### config.mk
export PLATFORM = sky130hd
export DESIGN_NAME = mdc_serial_chain
export DESIGN_NICKNAME = d
export VERILOG_FILES = /design/src/hdl/mdc_serial_chain.v
export VERILOG_INCLUDE_DIRS = /design/src /design/src/hdl
export SDC_FILE = /design/constraint.sdc
export NUM_CORES = 1
export LEC_CHECK = 0
export BUFFER_PORTS_ARGS = -buffer_cell sky130_fd_sc_hd__buf_2
export CORE_AREA = 2 2 285 287
export CTS_BUF_LIST = sky130_fd_sc_hd__clkbuf_16
export CTS_CLUSTER_SIZE = 25
export DETAILED_ROUTE_END_ITERATION = 12
export DIE_AREA = 0 0 287 289
export HOLD_SLACK_MARGIN = 0.15
export PLACE_DENSITY = 0.66
export SLEW_MARGIN = 20
export SYNTH_ARGS = -nofsm -noshare
export SYNTH_HDL_FRONTEND = slang
export SYNTH_SLANG_ARGS = --single-unit
export TNS_END_PERCENT = 100
### constraint.sdc
create_clock -name clock -period 3.3 [get_ports clock]
set_clock_uncertainty 0.15 [all_clocks]
set_input_delay 0.495 -clock clock [delete_from_list [all_inputs] [get_ports clock]]
set_output_delay 0.495 -clock clock [all_outputs]
set_load 0.01 [all_outputs]
### src/hdl/mdc_consts.vh
// Purpose: shared constants of the multi-device serial chain block
// Assumes: 10 MHz system clock, 8 channels of 24-bit results
// Notes: command codes and config_reg_one layout are local choices
`ifndef MDC_CONSTS_VH
`define MDC_CONSTS_VH

`define MDC_CLK_MHZ 10
`define MDC_DR_PERIOD_US 4000
`define MDC_DR_PERIOD_CYC (`MDC_DR_PERIOD_US * `MDC_CLK_MHZ)

`define MDC_CH_COUNT 8
`define MDC_RES_BITS 24
`define MDC_STATUS_BITS 24
`define MDC_DATA_BITS (`MDC_CH_COUNT * `MDC_RES_BITS)
`define MDC_FRAME_BITS (`MDC_STATUS_BITS + `MDC_DATA_BITS)

`define MDC_ADDR_CFG_ONE 5'h01
`define MDC_ADDR_CFG_FOUR 5'h17
`define MDC_CFG_ONE_RESET 8'h00
`define MDC_CFG_FOUR_RESET 8'h00
`define MDC_CHAIN_EN_BIT 6
`define MDC_CLK_OUT_EN_BIT 5
`define MDC_SINGLE_SHOT_BIT 3
`define MDC_DETACH_CMP_BIT 1

`define MDC_CMD_WRITE 3'h2
`define MDC_CMD_READ 3'h1
`define MDC_CMD_START 8'h08
`define MDC_CMD_STOP 8'h0A

`define MDC_PIN_SCLK 0
`define MDC_PIN_CS_N 1
`define MDC_PIN_DIN 2
`define MDC_PIN_CHAIN 3
`define MDC_PIN_START 4
`define MDC_PIN_CLKSRC 5
`define MDC_PIN_COUNT 6

`endif

### src/hdl/mdc_serial_chain.v
// Purpose: serial output sharing, chaining, config_reg_four and start sync
// Assumes: host drives sclk, cs_n, din and start; analog core feeds samples
// Notes: all pins are sampled by the 10 MHz clock; sclk must stay well slower
//
// How it works
// config_reg_four bit 3 selects single-shot conversions
// config_reg_four bit 1 powers detach comparators
// host writes zeros to reserved bits
// chip select high floats the data output
// cascade shares lines, one select per device
// chaining only when config_reg_one chain bit set
// chain: next device output feeds chain input
// own status and data first, then next device
// no repeated readback while chaining
// output bit changes on serial clock rise
// chain input sampled on serial clock fall
// start to done delay fixed per rate
// clock master drives clock out when enabled
// shared data in needs identical settings
// host may start by serial command instead
// optional retiming flop on inverted serial clock
// host unpacks bits straddling byte boundaries
// host bounds chain length by frame timing
// host reads detach state from status bits
// after own frame, forward chain input bits
`timescale 1ns/1ns
`include "mdc_consts.vh"

module mdc_serial_chain #(
  parameter DR_PERIOD_CYC = `MDC_DR_PERIOD_CYC
)
(
  input wire clock,
  input wire rst_n,
  input wire sclk,
  input wire cs_n,
  input wire din,
  input wire chain_in,
  input wire start,
  input wire clock_source_pin,
  input wire [`MDC_FRAME_BITS-1:0] sample_data,
  input wire sample_valid,
  output reg sample_ready,
  output reg dout_o,
  output reg dout_oe,
  output reg conversion_done_n,
  output reg clk_out_o,
  output reg clk_out_oe,
  output reg single_shot_mode,
  output reg detach_comparator_on,
  output reg chain_mode
);

  localparam FB = `MDC_FRAME_BITS;
  localparam [1:0] ST_IDLE = 2'h0;
  localparam [1:0] ST_WDATA = 2'h1;
  localparam [1:0] ST_SKIP = 2'h2;
  localparam [31:0] PERIOD_FULL = DR_PERIOD_CYC - 1;
  localparam [16:0] PERIOD_LAST = PERIOD_FULL[16:0];

  wire [`MDC_PIN_COUNT-1:0] pin_raw;
  wire [`MDC_PIN_COUNT-1:0] pin_lvl;
  wire [`MDC_PIN_COUNT-1:0] pin_rise;
  wire [`MDC_PIN_COUNT-1:0] pin_fall;

  assign pin_raw = {clock_source_pin, start, chain_in, din, cs_n, sclk};

  // pins from the host are asynchronous; a change counts once two stages agree
  genvar gi;
  generate
    for (gi = 0; gi < `MDC_PIN_COUNT; gi = gi + 1)
    begin : g_pin
      // stages start at the idle level of the pin, so reset makes no false edge
      localparam [0:0] IDLE_LVL = (gi == `MDC_PIN_CS_N) ? 1'b1 : 1'b0;
      reg s1_ff;
      reg s2_ff;
      reg s3_ff;
      reg lvl_ff;
      always @(posedge clock or negedge rst_n)
      begin
        if (!rst_n)
        begin
          s1_ff <= IDLE_LVL;
          s2_ff <= IDLE_LVL;
          s3_ff <= IDLE_LVL;
          lvl_ff <= IDLE_LVL;
        end
        else
        begin
          s1_ff <= pin_raw[gi];
          s2_ff <= s1_ff;
          s3_ff <= s2_ff;
          if (s2_ff == s3_ff)
            lvl_ff <= s2_ff;
        end
      end
      assign pin_lvl[gi] = lvl_ff;
      assign pin_rise[gi] = (s2_ff == s3_ff) && s2_ff && !lvl_ff;
      assign pin_fall[gi] = (s2_ff == s3_ff) && !s2_ff && lvl_ff;
    end
  endgenerate

  wire sel = !pin_lvl[`MDC_PIN_CS_N];
  wire sclk_rise = pin_rise[`MDC_PIN_SCLK] && sel;
  wire sclk_fall = pin_fall[`MDC_PIN_SCLK] && sel;

  // configuration registers
  reg [7:0] cfg_one_ff;
  reg [7:0] cfg_four_ff;
  wire chain_en = cfg_one_ff[`MDC_CHAIN_EN_BIT];

  // command decoder, bytes on din sampled on sclk falls
  reg [1:0] cmd_state_ff;
  reg [2:0] bit_cnt_ff;
  reg [6:0] cmd_sr_ff;
  reg [4:0] cmd_addr_ff;
  reg chain_bit_ff;
  wire [7:0] rx_byte = {cmd_sr_ff, pin_lvl[`MDC_PIN_DIN]};
  wire byte_done = sclk_fall && (bit_cnt_ff == 3'h7);
  wire is_write = byte_done && (cmd_state_ff == ST_IDLE) && (rx_byte[7:5] == `MDC_CMD_WRITE);
  wire is_read = byte_done && (cmd_state_ff == ST_IDLE) && (rx_byte[7:5] == `MDC_CMD_READ);
  wire start_cmd = byte_done && (cmd_state_ff == ST_IDLE) && (rx_byte == `MDC_CMD_START);
  wire stop_cmd = byte_done && (cmd_state_ff == ST_IDLE) && (rx_byte == `MDC_CMD_STOP);
  wire wr_data = byte_done && (cmd_state_ff == ST_WDATA);

  reg [7:0] rd_value;
  always @*
  begin
    case (rx_byte[4:0])
      `MDC_ADDR_CFG_ONE: rd_value = cfg_one_ff;
      `MDC_ADDR_CFG_FOUR: rd_value = cfg_four_ff;
      default: rd_value = 8'h00;
    endcase
  end

  always @(posedge clock or negedge rst_n)
  begin
    if (!rst_n)
    begin
      cmd_state_ff <= ST_IDLE;
      bit_cnt_ff <= 3'h0;
      cmd_sr_ff <= 7'h00;
      cmd_addr_ff <= 5'h00;
      chain_bit_ff <= 1'b0;
    end
    else if (!sel)
    begin
      cmd_state_ff <= ST_IDLE;
      bit_cnt_ff <= 3'h0;
    end
    else if (sclk_fall)
    begin
      chain_bit_ff <= pin_lvl[`MDC_PIN_CHAIN];
      cmd_sr_ff <= rx_byte[6:0];
      bit_cnt_ff <= bit_cnt_ff + 3'h1;
      if (byte_done)
      begin
        case (cmd_state_ff)
          ST_IDLE:
          begin
            if (is_write)
            begin
              cmd_addr_ff <= rx_byte[4:0];
              cmd_state_ff <= ST_WDATA;
            end
            else if (is_read)
              cmd_state_ff <= ST_SKIP;
          end
          ST_WDATA: cmd_state_ff <= ST_IDLE;
          ST_SKIP: cmd_state_ff <= ST_IDLE;
          default: cmd_state_ff <= ST_IDLE;
        endcase
      end
    end
  end

  // reserved bits are stored as written; software is expected to keep them 0
  always @(posedge clock or negedge rst_n)
  begin
    if (!rst_n)
    begin
      cfg_one_ff <= `MDC_CFG_ONE_RESET;
      cfg_four_ff <= `MDC_CFG_FOUR_RESET;
    end
    else if (wr_data)
    begin
      if (cmd_addr_ff == `MDC_ADDR_CFG_ONE)
        cfg_one_ff <= rx_byte;
      if (cmd_addr_ff == `MDC_ADDR_CFG_FOUR)
        cfg_four_ff <= rx_byte;
    end
  end

  // two-entry sample buffer between the converter core and the shifter
  reg [FB-1:0] buf0_ff;
  reg [FB-1:0] buf1_ff;
  reg [1:0] buf_cnt_ff;
  reg [1:0] nxt_buf_cnt;
  wire push = sample_valid && sample_ready;
  wire pop;

  always @*
  begin
    nxt_buf_cnt = buf_cnt_ff;
    if (push && !pop)
      nxt_buf_cnt = buf_cnt_ff + 2'h1;
    else if (pop && !push)
      nxt_buf_cnt = buf_cnt_ff - 2'h1;
  end

  always @(posedge clock or negedge rst_n)
  begin
    if (!rst_n)
    begin
      buf0_ff <= {FB{1'b0}};
      buf1_ff <= {FB{1'b0}};
      buf_cnt_ff <= 2'h0;
      sample_ready <= 1'b0;
    end
    else
    begin
      buf_cnt_ff <= nxt_buf_cnt;
      sample_ready <= (nxt_buf_cnt != 2'h2);
      if (pop)
        buf0_ff <= (push && buf_cnt_ff == 2'h1) ? sample_data : buf1_ff;
      else if (push && buf_cnt_ff == 2'h0)
        buf0_ff <= sample_data;
      if (push && (buf_cnt_ff == 2'h2 || (buf_cnt_ff == 2'h1 && !pop)))
        buf1_ff <= sample_data;
    end
  end

  // conversion pacing: a fixed period from start to each data-ready
  reg running_ff;
  reg [16:0] period_cnt_ff;
  wire start_go = pin_rise[`MDC_PIN_START] || start_cmd;
  wire period_end = running_ff && (period_cnt_ff == 17'h0);
  assign pop = period_end && (buf_cnt_ff != 2'h0);

  always @(posedge clock or negedge rst_n)
  begin
    if (!rst_n)
    begin
      running_ff <= 1'b0;
      period_cnt_ff <= 17'h0;
    end
    else if (start_go)
    begin
      running_ff <= 1'b1;
      period_cnt_ff <= PERIOD_LAST;
    end
    else if (pin_fall[`MDC_PIN_START] || stop_cmd)
      running_ff <= 1'b0;
    else if (period_end)
    begin
      period_cnt_ff <= PERIOD_LAST;
      if (cfg_four_ff[`MDC_SINGLE_SHOT_BIT])
        running_ff <= 1'b0;
    end
    else if (running_ff)
      period_cnt_ff <= period_cnt_ff - 17'h1;
  end

  // output shifter: chained mode fills from the chain input, else it rotates
  reg [FB-1:0] out_sr_ff;
  wire fill_bit = chain_en ? chain_bit_ff : out_sr_ff[FB-1];

  always @(posedge clock or negedge rst_n)
  begin
    if (!rst_n)
    begin
      out_sr_ff <= {FB{1'b0}};
      dout_o <= 1'b0;
    end
    else
    begin
      if (is_read)
        out_sr_ff <= {rd_value, {(FB - 8){1'b0}}};
      else if (pop)
        out_sr_ff <= buf0_ff;
      else if (sclk_rise)
        out_sr_ff <= {out_sr_ff[FB-2:0], fill_bit};
      else if (sclk_fall && chain_en)
        out_sr_ff[0] <= pin_lvl[`MDC_PIN_CHAIN];
      if (sclk_rise)
        dout_o <= out_sr_ff[FB-1];
    end
  end

  // done goes low at each new frame and high once the host starts clocking
  always @(posedge clock or negedge rst_n)
  begin
    if (!rst_n)
      conversion_done_n <= 1'b1;
    else if (pop)
      conversion_done_n <= 1'b0;
    else if (sclk_rise)
      conversion_done_n <= 1'b1;
  end

  // clock out toggles each cycle; gated by the next enable so it is never left high
  wire nxt_clk_out_oe = pin_lvl[`MDC_PIN_CLKSRC] && cfg_one_ff[`MDC_CLK_OUT_EN_BIT];
  always @(posedge clock or negedge rst_n)
  begin
    if (!rst_n)
    begin
      clk_out_o <= 1'b0;
      clk_out_oe <= 1'b0;
    end
    else
    begin
      clk_out_oe <= nxt_clk_out_oe;
      clk_out_o <= nxt_clk_out_oe ? !clk_out_o : 1'b0;
    end
  end

  always @(posedge clock or negedge rst_n)
  begin
    if (!rst_n)
    begin
      dout_oe <= 1'b0;
      single_shot_mode <= 1'b0;
      detach_comparator_on <= 1'b0;
      chain_mode <= 1'b0;
    end
    else
    begin
      dout_oe <= sel;
      single_shot_mode <= cfg_four_ff[`MDC_SINGLE_SHOT_BIT];
      detach_comparator_on <= cfg_four_ff[`MDC_DETACH_CMP_BIT];
      chain_mode <= chain_en;
    end
  end

endmodule

==> results.md, run 1 <==
* Status: completed
* Worst hold-check path type: register to register
* Synth top cells by count: dfrtp_1 (730), nand2_1 (453), mux2_2 (256), nor2_1 (231), a22oi_1 (216)
* Max cap viols at 0
* Htree depth at 3
* CTS tree: done
* Syn Nets at 3143
* Core footprint at about 80000 um2
* Met2 WL at ~37000 um
* Final non-filler cell total at between 4000 and 5000
* Final Worst Setup Slack at 0.390 ns
* # setup viols final at 0
* Row count at 104
* P_int at ~20 mW
* Fraction of layout cells with a size suffix above 1 at 0.208
* Flops & latches, synth at 735
* CP endpoint kind: register
* Crit start category: register
* Sequential share of the synthesized area at 0.582
* Design Power at 28.1 mW
* Worst path required time at between 3 and 4 ns
* Gr ovfl total at 0
* Pleak at around 19 nW
* Area contributors post-synth: dfrtp_1 (58%), mux2_2 (9.1%), nand2_1 (5.4%), a22oi_1 (5.1%), a211oi_1 (4.9%)
* Met1 wire length at around 34000 um
* Mapped Cells at between 2000 and 3000
* Switching share of power at 0.293
* Gr usage total at 0.181
* DRC at 0
* Top_reg_cell synth: dfrtp_1
* Placed insts at 4044
* First-pass GRT wire length at 123000 um
* Pwr Density at slightly above 700 nW/um2
* Combinational share of power at 0.208
* Wire per inst at roughly 17 um
* FF-to-FF path depth at 7
* Top sig layer: met5
* Die X at roughly 290 um
* Vias in the first global route at ~23000
* Dpl hpwl at ~44000 um
* Hold Path End: g_pin[3].s2_ff
* Post-synth top area cell: dfrtp_1
* Peak supply drop at 0.000551 V
* Crit path time final at between 2 and 3 ns
* Wire length on met3 at roughly 2400 um
* Largest net degree at the start of global routing at 117
* Async SR Flop Fraction at 1.00
* DIE AREA at slightly above 80000 um2
* Die H at approximately 290 um
* Sw power at 8.22 mW
* Starting Density at 0.396
* Post-CTS Setup Repair Bufs at 0
* EDFF count, synth at 0
* Final instance area at a little under 40000 um2
* Data arrival, critical path at approximately 3.3 ns
* Slew Viols, Final at 0
* Buffers on Ports at roughly 230
* Final ANT Viol Nets at 0
* CTS Buf Count at between 80 and 90
* Synthesized cell area at approximately 32000 um2
* Share of the synthesized area in the top cell type at 0.578
* Vias post-DR at roughly 23000
* Final Hold Viols at 0
* P&R area growth vs syn at 23.4%
* Crit Path Max Fanout at roughly 90
* Post-synth cell types at 59
* Worst-margin pin slew at around 0.72 ns
* FF-to-FF End: buf0_ff[80]
* Ys Warns at 0
* Vias per cell at between 5 and 6
* Drt total wl at around 75000 um
* Worst slack, placed at between 0.4 and 0.5 ns
* Final design utilization at 0.488
* Hold Crit Start: g_pin[3].s1_ff
* Clock Tree Buf Depth at 3
* Sequential share of power at 0.477
* Initial DRC Count at roughly 1500
* RR Startpoint: period_cnt_ff[9]
* Unrepaired setup endpoints after global routing: false
* Clock Latency Late Sink at ~0.62 ns
* Initial antenna violation count at 1
* Min Hold Slack at 0.197 ns
* Count leader, synth: dfrtp_1
* Tcrit/Tclk final at 0.882
* Gpl congestion at between 0.7 and 0.8
* FF-to-FF setup slack at 0.39 ns
* I/O pins at 234
* Post-CTS sizing at 0
* Placed cell area at between 30000 and 40000 um2
* Worst hold stages at 0
* 1st-pass router iterations at 5
* Setup Crit Path Kind: register to register
* Clock transition at the registers of the reported paths at about 0.060 ns
* Final net count at about 3500
* Mean area per synthesized cell at 10.9 um2
* Fin Setup TNS at 0 ns
* Clock Sinks at 735
* Relative slew slack at 0.521
* Clk pwr share at 0.316
* CTS Root Cell: clkbuf_16
* Fmax at approximately 340 MHz
==> per-layer routing <==
layer  vias up  track usage
met1     11469        0.242
met3       125       0.0284
li1      10980            -
met5         -            0
met2       356        0.306
met4         2       0.0535
==> how the worst max path moves through the flow <==
stage / startpoint / to / slack (ns) / depth (start not counted)
after global placement: period_cnt_ff[8] / buf0_ff[80] / 0.44 / 7
after CTS: bit_cnt_ff[0] / period_cnt_ff[3] / 0.38 / 8
after detailed placement: period_cnt_ff[8] / buf0_ff[80] / 0.41 / 7
after global routing: period_cnt_ff[9] / buf0_ff[188] / 0.20 / 8
after floorplan: bit_cnt_ff[0] / period_cnt_ff[15] / 0.65 / 8
final: period_cnt_ff[9] / buf0_ff[80] / 0.39 / 7
==> flip-flops by register name, summed over array words and instances (netlist names), 7 cells and up <==
signal         count
buf0_ff          216
buf1_ff          216
out_sr_ff        216
period_cnt_ff     17
cfg_four_ff        8
cfg_one_ff         8
cmd_sr_ff          7
==> critical path, stage by stage (launching register included) <==
cell and delay [ns]:
dfrtp_1 0.41, nor4_1 0.55, nand4_2 0.21, buf_4 0.22
a2111oi_4 0.49, buf_12 0.41, a22oi_1 0.18, nand2_1 0.11
==> layout make-up <==
type	instances	area [um2]
Clock inverter	64	536
Inverter	11	41.3
Multi-Input combinational cell	1938	12300
Timing Repair Buffer	523	4340
Antenna cell	2	5.00
Sequential cell	735	18400
Fill cell	7119	40900
Clock buffer	83	2080
Tap cell	1060	1330
==> kinds of logic after synthesis <==
kind of cell | share of synthesized area
fa+ha+maj | 0.00562
simple gates | 0.171
mux | 0.0959
compound gates | 0.114
xor+xnor | 0.000831
buf+inv | 0.0309
flops | 0.582
==> placed cells by master (no fill, tap or decap), types with 5 or more instances in the layout <==
cell             n
a22oi_1        216
clkbuf_16       83
dfstp_2          5
mux2_2         256
clkinv_1        16
buf_2          232
o21ai_0          9
or3_1            8
and4_1           9
mux2i_1         15
dfrtp_1        730
buf_4           33
nand2_1        453
nor2b_1        209
a21oi_1         14
nor3_1         214
dlygate4sd3_1  223
a2111oi_2        5
nand3_1          7
clkinv_2        14
ha_1            11
nor4_1           6
a221oi_1         8
buf_12          34
inv_1           29
a211oi_1       208
bufinv_16        6
nor2_1         231
==> power groups by stage <==
stage / registers, mW / clock network (mW) / logic [mW]
5_1_grt: 13.7 / 9.45 / 6.56
2_1_floorplan: 13.0 / 0 / 4.30
4_1_cts: 13.4 / 9.09 / 5.91
6_report: 13.4 / 8.86 / 5.83
3_5_place_dp: 13.5 / 0 / 5.70
3_3_place_gp: 13.4 / 0 / 5.50
==> what timing repair did <==
item	CTS	global route
endpoints found under the setup margin	0	0
hold endpoints to repair	505	0
hold buffers	223	0
(Power assumes the default switching activity.)
==> run 2, diff against run 1 <==
--- a/config.mk
+++ b/config.mk
@@ -9,6 +9,7 @@
 export BUFFER_PORTS_ARGS = -buffer_cell sky130_fd_sc_hd__buf_2
 export CORE_AREA = 2 2 285 287
 export CTS_BUF_LIST = sky130_fd_sc_hd__clkbuf_16
+export CTS_CLUSTER_DIAMETER = 40
 export CTS_CLUSTER_SIZE = 25
 export DETAILED_ROUTE_END_ITERATION = 12
 export DIE_AREA = 0 0 287 289
==> constraint.sdc (replaced) <==
create_clock -name clock -period 3.7 [get_ports clock]
set_clock_uncertainty 0.15 [all_clocks]
set_input_delay 0.555 -clock clock [delete_from_list [all_inputs] [get_ports clock]]
set_output_delay 0.555 -clock clock [all_outputs]
set_load 0.01 [all_outputs]
==> results.md, run 2 (synthesis gave the netlist of run 1 again) <==
* Row count at between 100 and 150
* Clock transition at the registers of the reported paths at roughly 0.06 ns
* RR Startpoint: period_cnt_ff[8]
* Crit path time final at approximately 3.0 ns
* Max stage delay on crit path at just under 0.6 ns
* Buf+Inv Stages, Crit Path at 1
* Tcrit/Tclk final at 0.813
* DRC at 0
* CTS Hold Bufs at around 220
* Peak supply drop at 0.000479 V
* Final Hold Viols at 0
* Top delay family on crit path: simple AND/OR/NAND/NOR gates
* Initial antenna violation count at 1
* Clock Latency Late Sink at between 0.6 and 0.7 ns
* Vias post-DR at 23348
* Worst hold-check path type: register to register
* Initial DRC Count at between 1000 and 1500
* Switching share of power at 0.287
* Most frequent cells in the layout: dfrtp_1 (730), nand2_1 (453), mux2_2 (256)
* DIE AREA at around 83000 um2
* Sequential Area at roughly 18000 um2
* Sequential share of power at 0.434
* Die H at slightly below 300 um
* Regs by FF count: buf0_ff: 216 flops, buf1_ff: 216 flops, out_sr_ff: 216 flops
* Largest net degree at the start of global routing at roughly 160
* Core footprint at between 70000 and 80000 um2
* Vias per cell at approximately 5.3
* Fraction of layout cells with a size suffix above 1 at 0.220
* # setup viols final at 0
* Fmax at 333 MHz
* 1st-pass router iterations at 5
* Max cap viols at 0
* Worst path required time at slightly above 4 ns
* Gpl congestion at 0.732
* Unrepaired setup endpoints after global routing: false
* Slowest cell on the critical path: a2111oi_4
* Antenna cells at 0
* CP startpoint: period_cnt_ff[8]
* P_int at 19.6 mW
* Gr usage total at 0.184
* Crit Path Max Fanout at 116
* Worst-margin pin slew at between 1 and 1.5 ns
* Drt total wl at ~76000 um
* Post-CTS sizing at 0
* CTS tree: done
* Post-CTS Setup Repair Bufs at 0
* Hold Crit Start: g_pin[5].s1_ff
* Crit start category: register
* Fin Setup TNS at 0 ns
* Relative slew slack at 0.307
* Final net count at 3534
* Slew Viols, Final at 0
* Wire per inst at approximately 17 um
* Dpl hpwl at between 40000 and 50000 um
* Clock Sinks at about 740
* Starting Density at 0.396
* FILL cells at around 7000
* Pleak at between 15 and 20 nW
* Placed cell area at between 30000 and 40000 um2
* CP endpoint kind: register
* Clock Tree Buf Depth at 3
* Most common cell after layout, fill and taps aside: dfrtp_1
* Die X at roughly 290 um
* First-pass GRT wire length at around 120000 um
* I/O pins at between 200 and 250
* Combinational share of power at 0.188
* Buffers on Ports at ~230
* Final instance area at between 30000 and 40000 um2
* Final non-filler cell total at around 4400
* Vias in the first global route at 24060
* CTS Buf Count at roughly 110
* Htree depth at 3
* Data arrival, critical path at around 3.4 ns
* Placed insts at about 4000
* Final ANT Viol Nets at 0
* Sw power at between 7 and 8 mW
* P&R area growth vs syn at 26.2%
* Setup Crit Path Kind: register to register
* Clk pwr share at 0.377
* Crit-path cells: nor4_1, nand4_2, a2111oi_4, buf_12, a22oi_1, nand2_1
* Gr ovfl total at 0
* Pwr Density at ~690 nW/um2
* Status: completed
* Area occupied by multi-input gates at approximately 12000 um2
* CTS Root Cell: clkbuf_16
run 2: path summary, 6_finish.rpt:
kind | to | slack, ns | cells after the start
min reg2reg | g_pin[5].s2_ff | 0.19 | 0
min in group asynchronous | g_pin[5].s2_ff | 0.36 | 2
max in group asynchronous | conversion_done_n | 1.90 | 3
min | g_pin[5].s2_ff | 0.19 | 0
max reg2reg | buf0_ff[147] | 0.69 | 6
max | buf0_ff[147] | 0.69 | 6
run 2: final cells by class:
class | count | area share
sequential | 735 | 0.461
clock inverter | 90 | 0.0267
multi-input combinational | 1938 | 0.308
tap | 1060 | 0.0332
clock buffer | 107 | 0.0671
timing repair buffer | 506 | 0.103
inverter | 11 | 0.00103
run 2: power groups by stage:
| stage | combinational, mW | clock, mW | sequential, mW |
|---|---|---|---|
| after floorplan | 3.83 | 0 | 11.6 |
| after global placement | 4.86 | 0 | 12.0 |
| after detailed placement | 5.03 | 0 | 12.0 |
| after CTS | 5.25 | 10.6 | 11.9 |
| after global routing | 5.82 | 11.0 | 12.3 |
| final | 5.18 | 10.4 | 11.9 |
run 2: per-stage QoR:
stage | util | hold WS, ns | setup slack, ns | total power [mW]
after floorplan | - | 0.109 | 0.996 | 15.5
final | 0.500 | 0.190 | 0.693 | 27.5
after detailed placement | 0.425 | 0.187 | 0.674 | 17.1
after CTS | 0.500 | 0.192 | 0.658 | 27.8
after global placement | 0.425 | 0.183 | 0.782 | 16.8
after global routing | 0.500 | 0.194 | 0.386 | 29.1
run 2: metal layers:
metal / up-vias / track usage / part of all wire
met2: 434 / 0.309 / 0.49
li1: 11021 / - / -
met5: - / 0 / 0.00017
met1: 11774 / 0.245 / 0.45
met4: 2 / 0.0611 / 0.023
met3: 117 / 0.0278 / 0.039
run 2: worst register-to-register path, stage by stage (launching register included):
cell	delay, ns
dfrtp_1	0.42
nor4_1	0.52
nand4_2	0.35
a2111oi_4	0.58
buf_12	0.47
a22oi_1	0.31
nand2_1	0.12
==> run 3, diff against run 2 <==
--- a/config.mk
+++ b/config.mk
@@ -14,7 +14,7 @@
 export DETAILED_ROUTE_END_ITERATION = 12
 export DIE_AREA = 0 0 287 289
 export HOLD_SLACK_MARGIN = 0.15
-export PLACE_DENSITY = 0.66
+export PLACE_DENSITY = 0.69
 export SLEW_MARGIN = 20
 export SYNTH_ARGS = -nofsm -noshare
 export SYNTH_HDL_FRONTEND = slang
==> constraint.sdc (replaced) <==
create_clock -name clock -period 2.6 [get_ports clock]
set_clock_uncertainty 0.15 [all_clocks]
set_input_delay 0.39 -clock clock [delete_from_list [all_inputs] [get_ports clock]]
set_output_delay 0.39 -clock clock [all_outputs]
set_load 0.01 [all_outputs]
==> results.md, run 3 (synthesis gave the netlist of run 1 again) <==
* Vias post-DR at 23760
* 1st-pass router iterations at 5
* I/O pins at 234
* Crit Path Max Fanout at 6
* DRC at 0
* Final net count at 3649
* Slew Viols, Final at 0
* Slowest cell on the critical path: or4b_4
* Relative slew slack at 0.587
* Wire per inst at roughly 17 um
* Core footprint at 79900 um2
* Worst-margin pin slew at slightly above 0.6 ns
* Pleak at about 20 nW
* CTS tree: done
* Tcrit/Tclk final at 0.990
* Max cap viols at 0
* Initial antenna violation count at 1
* Met1 wire length at between 30000 and 40000 um
* # setup viols final at 0
* CTS Root Cell: clkbuf_16
* Final design utilization at 0.517
* Final Worst Setup Slack at about 0.026 ns
* Dpl hpwl at approximately 48000 um
* Clock Sinks at 735
* Clock Tree Buf Depth at 3
* Most common cell after layout, fill and taps aside: dfrtp_1
* FILL cells at about 6800
* CTS Buf Count at 106
* Clock transition at the registers of the reported paths at 0.05 ns
* First-pass GRT wire length at about 130000 um
* Data arrival, critical path at 3.01 ns
* CP endpoint kind: register
* Crit start category: register
* Initial DRC Count at roughly 1600
* Crit path time final at roughly 2.6 ns
* Setup Crit Path Kind: register to register
* Met2 WL at 39000 um
* Worst path required time at between 3 and 4 ns
* Worst slack, placed at -0.0156 ns
* Gpl congestion at around 0.75
* Crit-path cells: ha_2, ha_4, or4b_4, or4_4, and2_4, buf_12, buf_6, and4_1, a21oi_2
* Drt total wl at between 70000 and 80000 um
* Gr usage total at 0.188
* Fraction of layout cells with a size suffix above 1 at 0.250
* Pwr Density at around 960 nW/um2
* Vias in the first global route at 24546
* Vias per cell at around 5.2
* Final ANT Viol Nets at 0
* Largest net degree at the start of global routing at 93
* Final Hold Viols at 0
* Starting Density at 0.396
* Htree depth at 3
* Row count at between 100 and 150
* Status: completed
* Unrepaired setup endpoints after global routing: true
* Peak supply drop at 0.000653 V
* Top sig layer: met4
* Wire length on met3 at around 2600 um
* Fmax at 388 MHz
* Regs by FF count: buf0_ff: 216 flops, buf1_ff: 216 flops, out_sr_ff: 216 flops
* Worst hold-check path type: register to register
* P&R area growth vs syn at 30.7%
* Clock Latency Late Sink at approximately 0.67 ns
* DIE AREA at around 83000 um2
* Die X at roughly 290 um
* Max stage delay on crit path at 0.47 ns
* Die H at 289 um
* Buffers on Ports at 233
* Most frequent cells in the layout: dfrtp_1 (730), nand2_1 (453), mux2_2 (256)
* Gr ovfl total at 0
run 3: cell count changes in the layout (fill, tap and decap cells not counted), moves of 4 or more:
cell        delta
a2111oi_4      +4
buf_12        +35
buf_4         +76
bufinv_16      -4
clkinv_2       +6
clkinv_8       +4
clkinvlp_4     +4
inv_1          -9
run 3: path summary, 6_finish.rpt:
| path | depth (start not counted) | startpoint | endpoint | slack, ns |
|---|---|---|---|---|
| worst max-delay path | 9 | bit_cnt_ff[1] | period_cnt_ff[4] | 0.03 |
| max in group asynchronous | 4 | rst_n | buf1_ff[144] | 1.45 |
| worst min-delay path | 0 | g_pin[5].s1_ff | g_pin[5].s2_ff | 0.20 |
| min in group asynchronous | 2 | rst_n | g_pin[1].s3_ff | 0.25 |
| worst min register to register | 0 | g_pin[5].s1_ff | g_pin[5].s2_ff | 0.20 |
| worst max register to register | 9 | bit_cnt_ff[1] | period_cnt_ff[4] | 0.03 |
run 3: area by class of cell:
cell class              instances  area (um2)  area share
multi-input cells            1938       12400       0.301
repair buffers                621        5430       0.131
flip-flops and latches        735       18400       0.445
diodes                          1        2.50   0.0000605
clock inverters                93        1060      0.0256
clock buffers                 106        2650      0.0642
well taps                    1060        1330      0.0321
inverters                      11        41.3    0.000999
run 3: stage by stage:
step	instance area [um2]	hold slack [ns]	instances	power, mW	setup TNS [ns]
2_1_floorplan	31600	-0.0556	2907	22.0	0
3_3_place_gp	35200	0.183	4137	24.5	0
3_5_place_dp	35200	0.187	4137	24.9	-0.0156
4_1_cts	41200	0.156	4560	39.9	-0.00647
5_1_grt	41300	0.167	4565	41.9	-0.509
6_report	41300	0.196	4565	39.8	0
run 3: report_power, final:
group | switching [mW] | internal (mW) | total [mW]
registers | 2.12 | 15.0 | 17.2
logic | 3.87 | 4.14 | 8.01
clock network | 5.84 | 8.78 | 14.6
run 3: worst max-delay path, delay by kind of cell (launching register included):
| family | cells | cell delay [ns] |
|---|---|---|
| simple gates | 4 | 1.33 |
| buf+inv | 2 | 0.26 |
| flops | 1 | 0.35 |
| fa+ha+maj | 2 | 0.31 |
| compound gates | 1 | 0.11 |
run 3: timing repair:
action                                  in CTS  in global routing
resized for setup                            1                 23
pin swaps                                    0                 10
hold endpoints to repair                   997                  0
hold buffers                               224                  0
setup buffers                                0                  4
gates cloned                                 0                  0
endpoints found under the setup margin       2                341
run 3: per-layer routing:
layer / vias up / global-route usage
li1: 11259 / -
met1: 11900 / 0.248
met2: 452 / 0.318
met3: 149 / 0.0293
met4: 0 / 0.0617
met5: - / 0
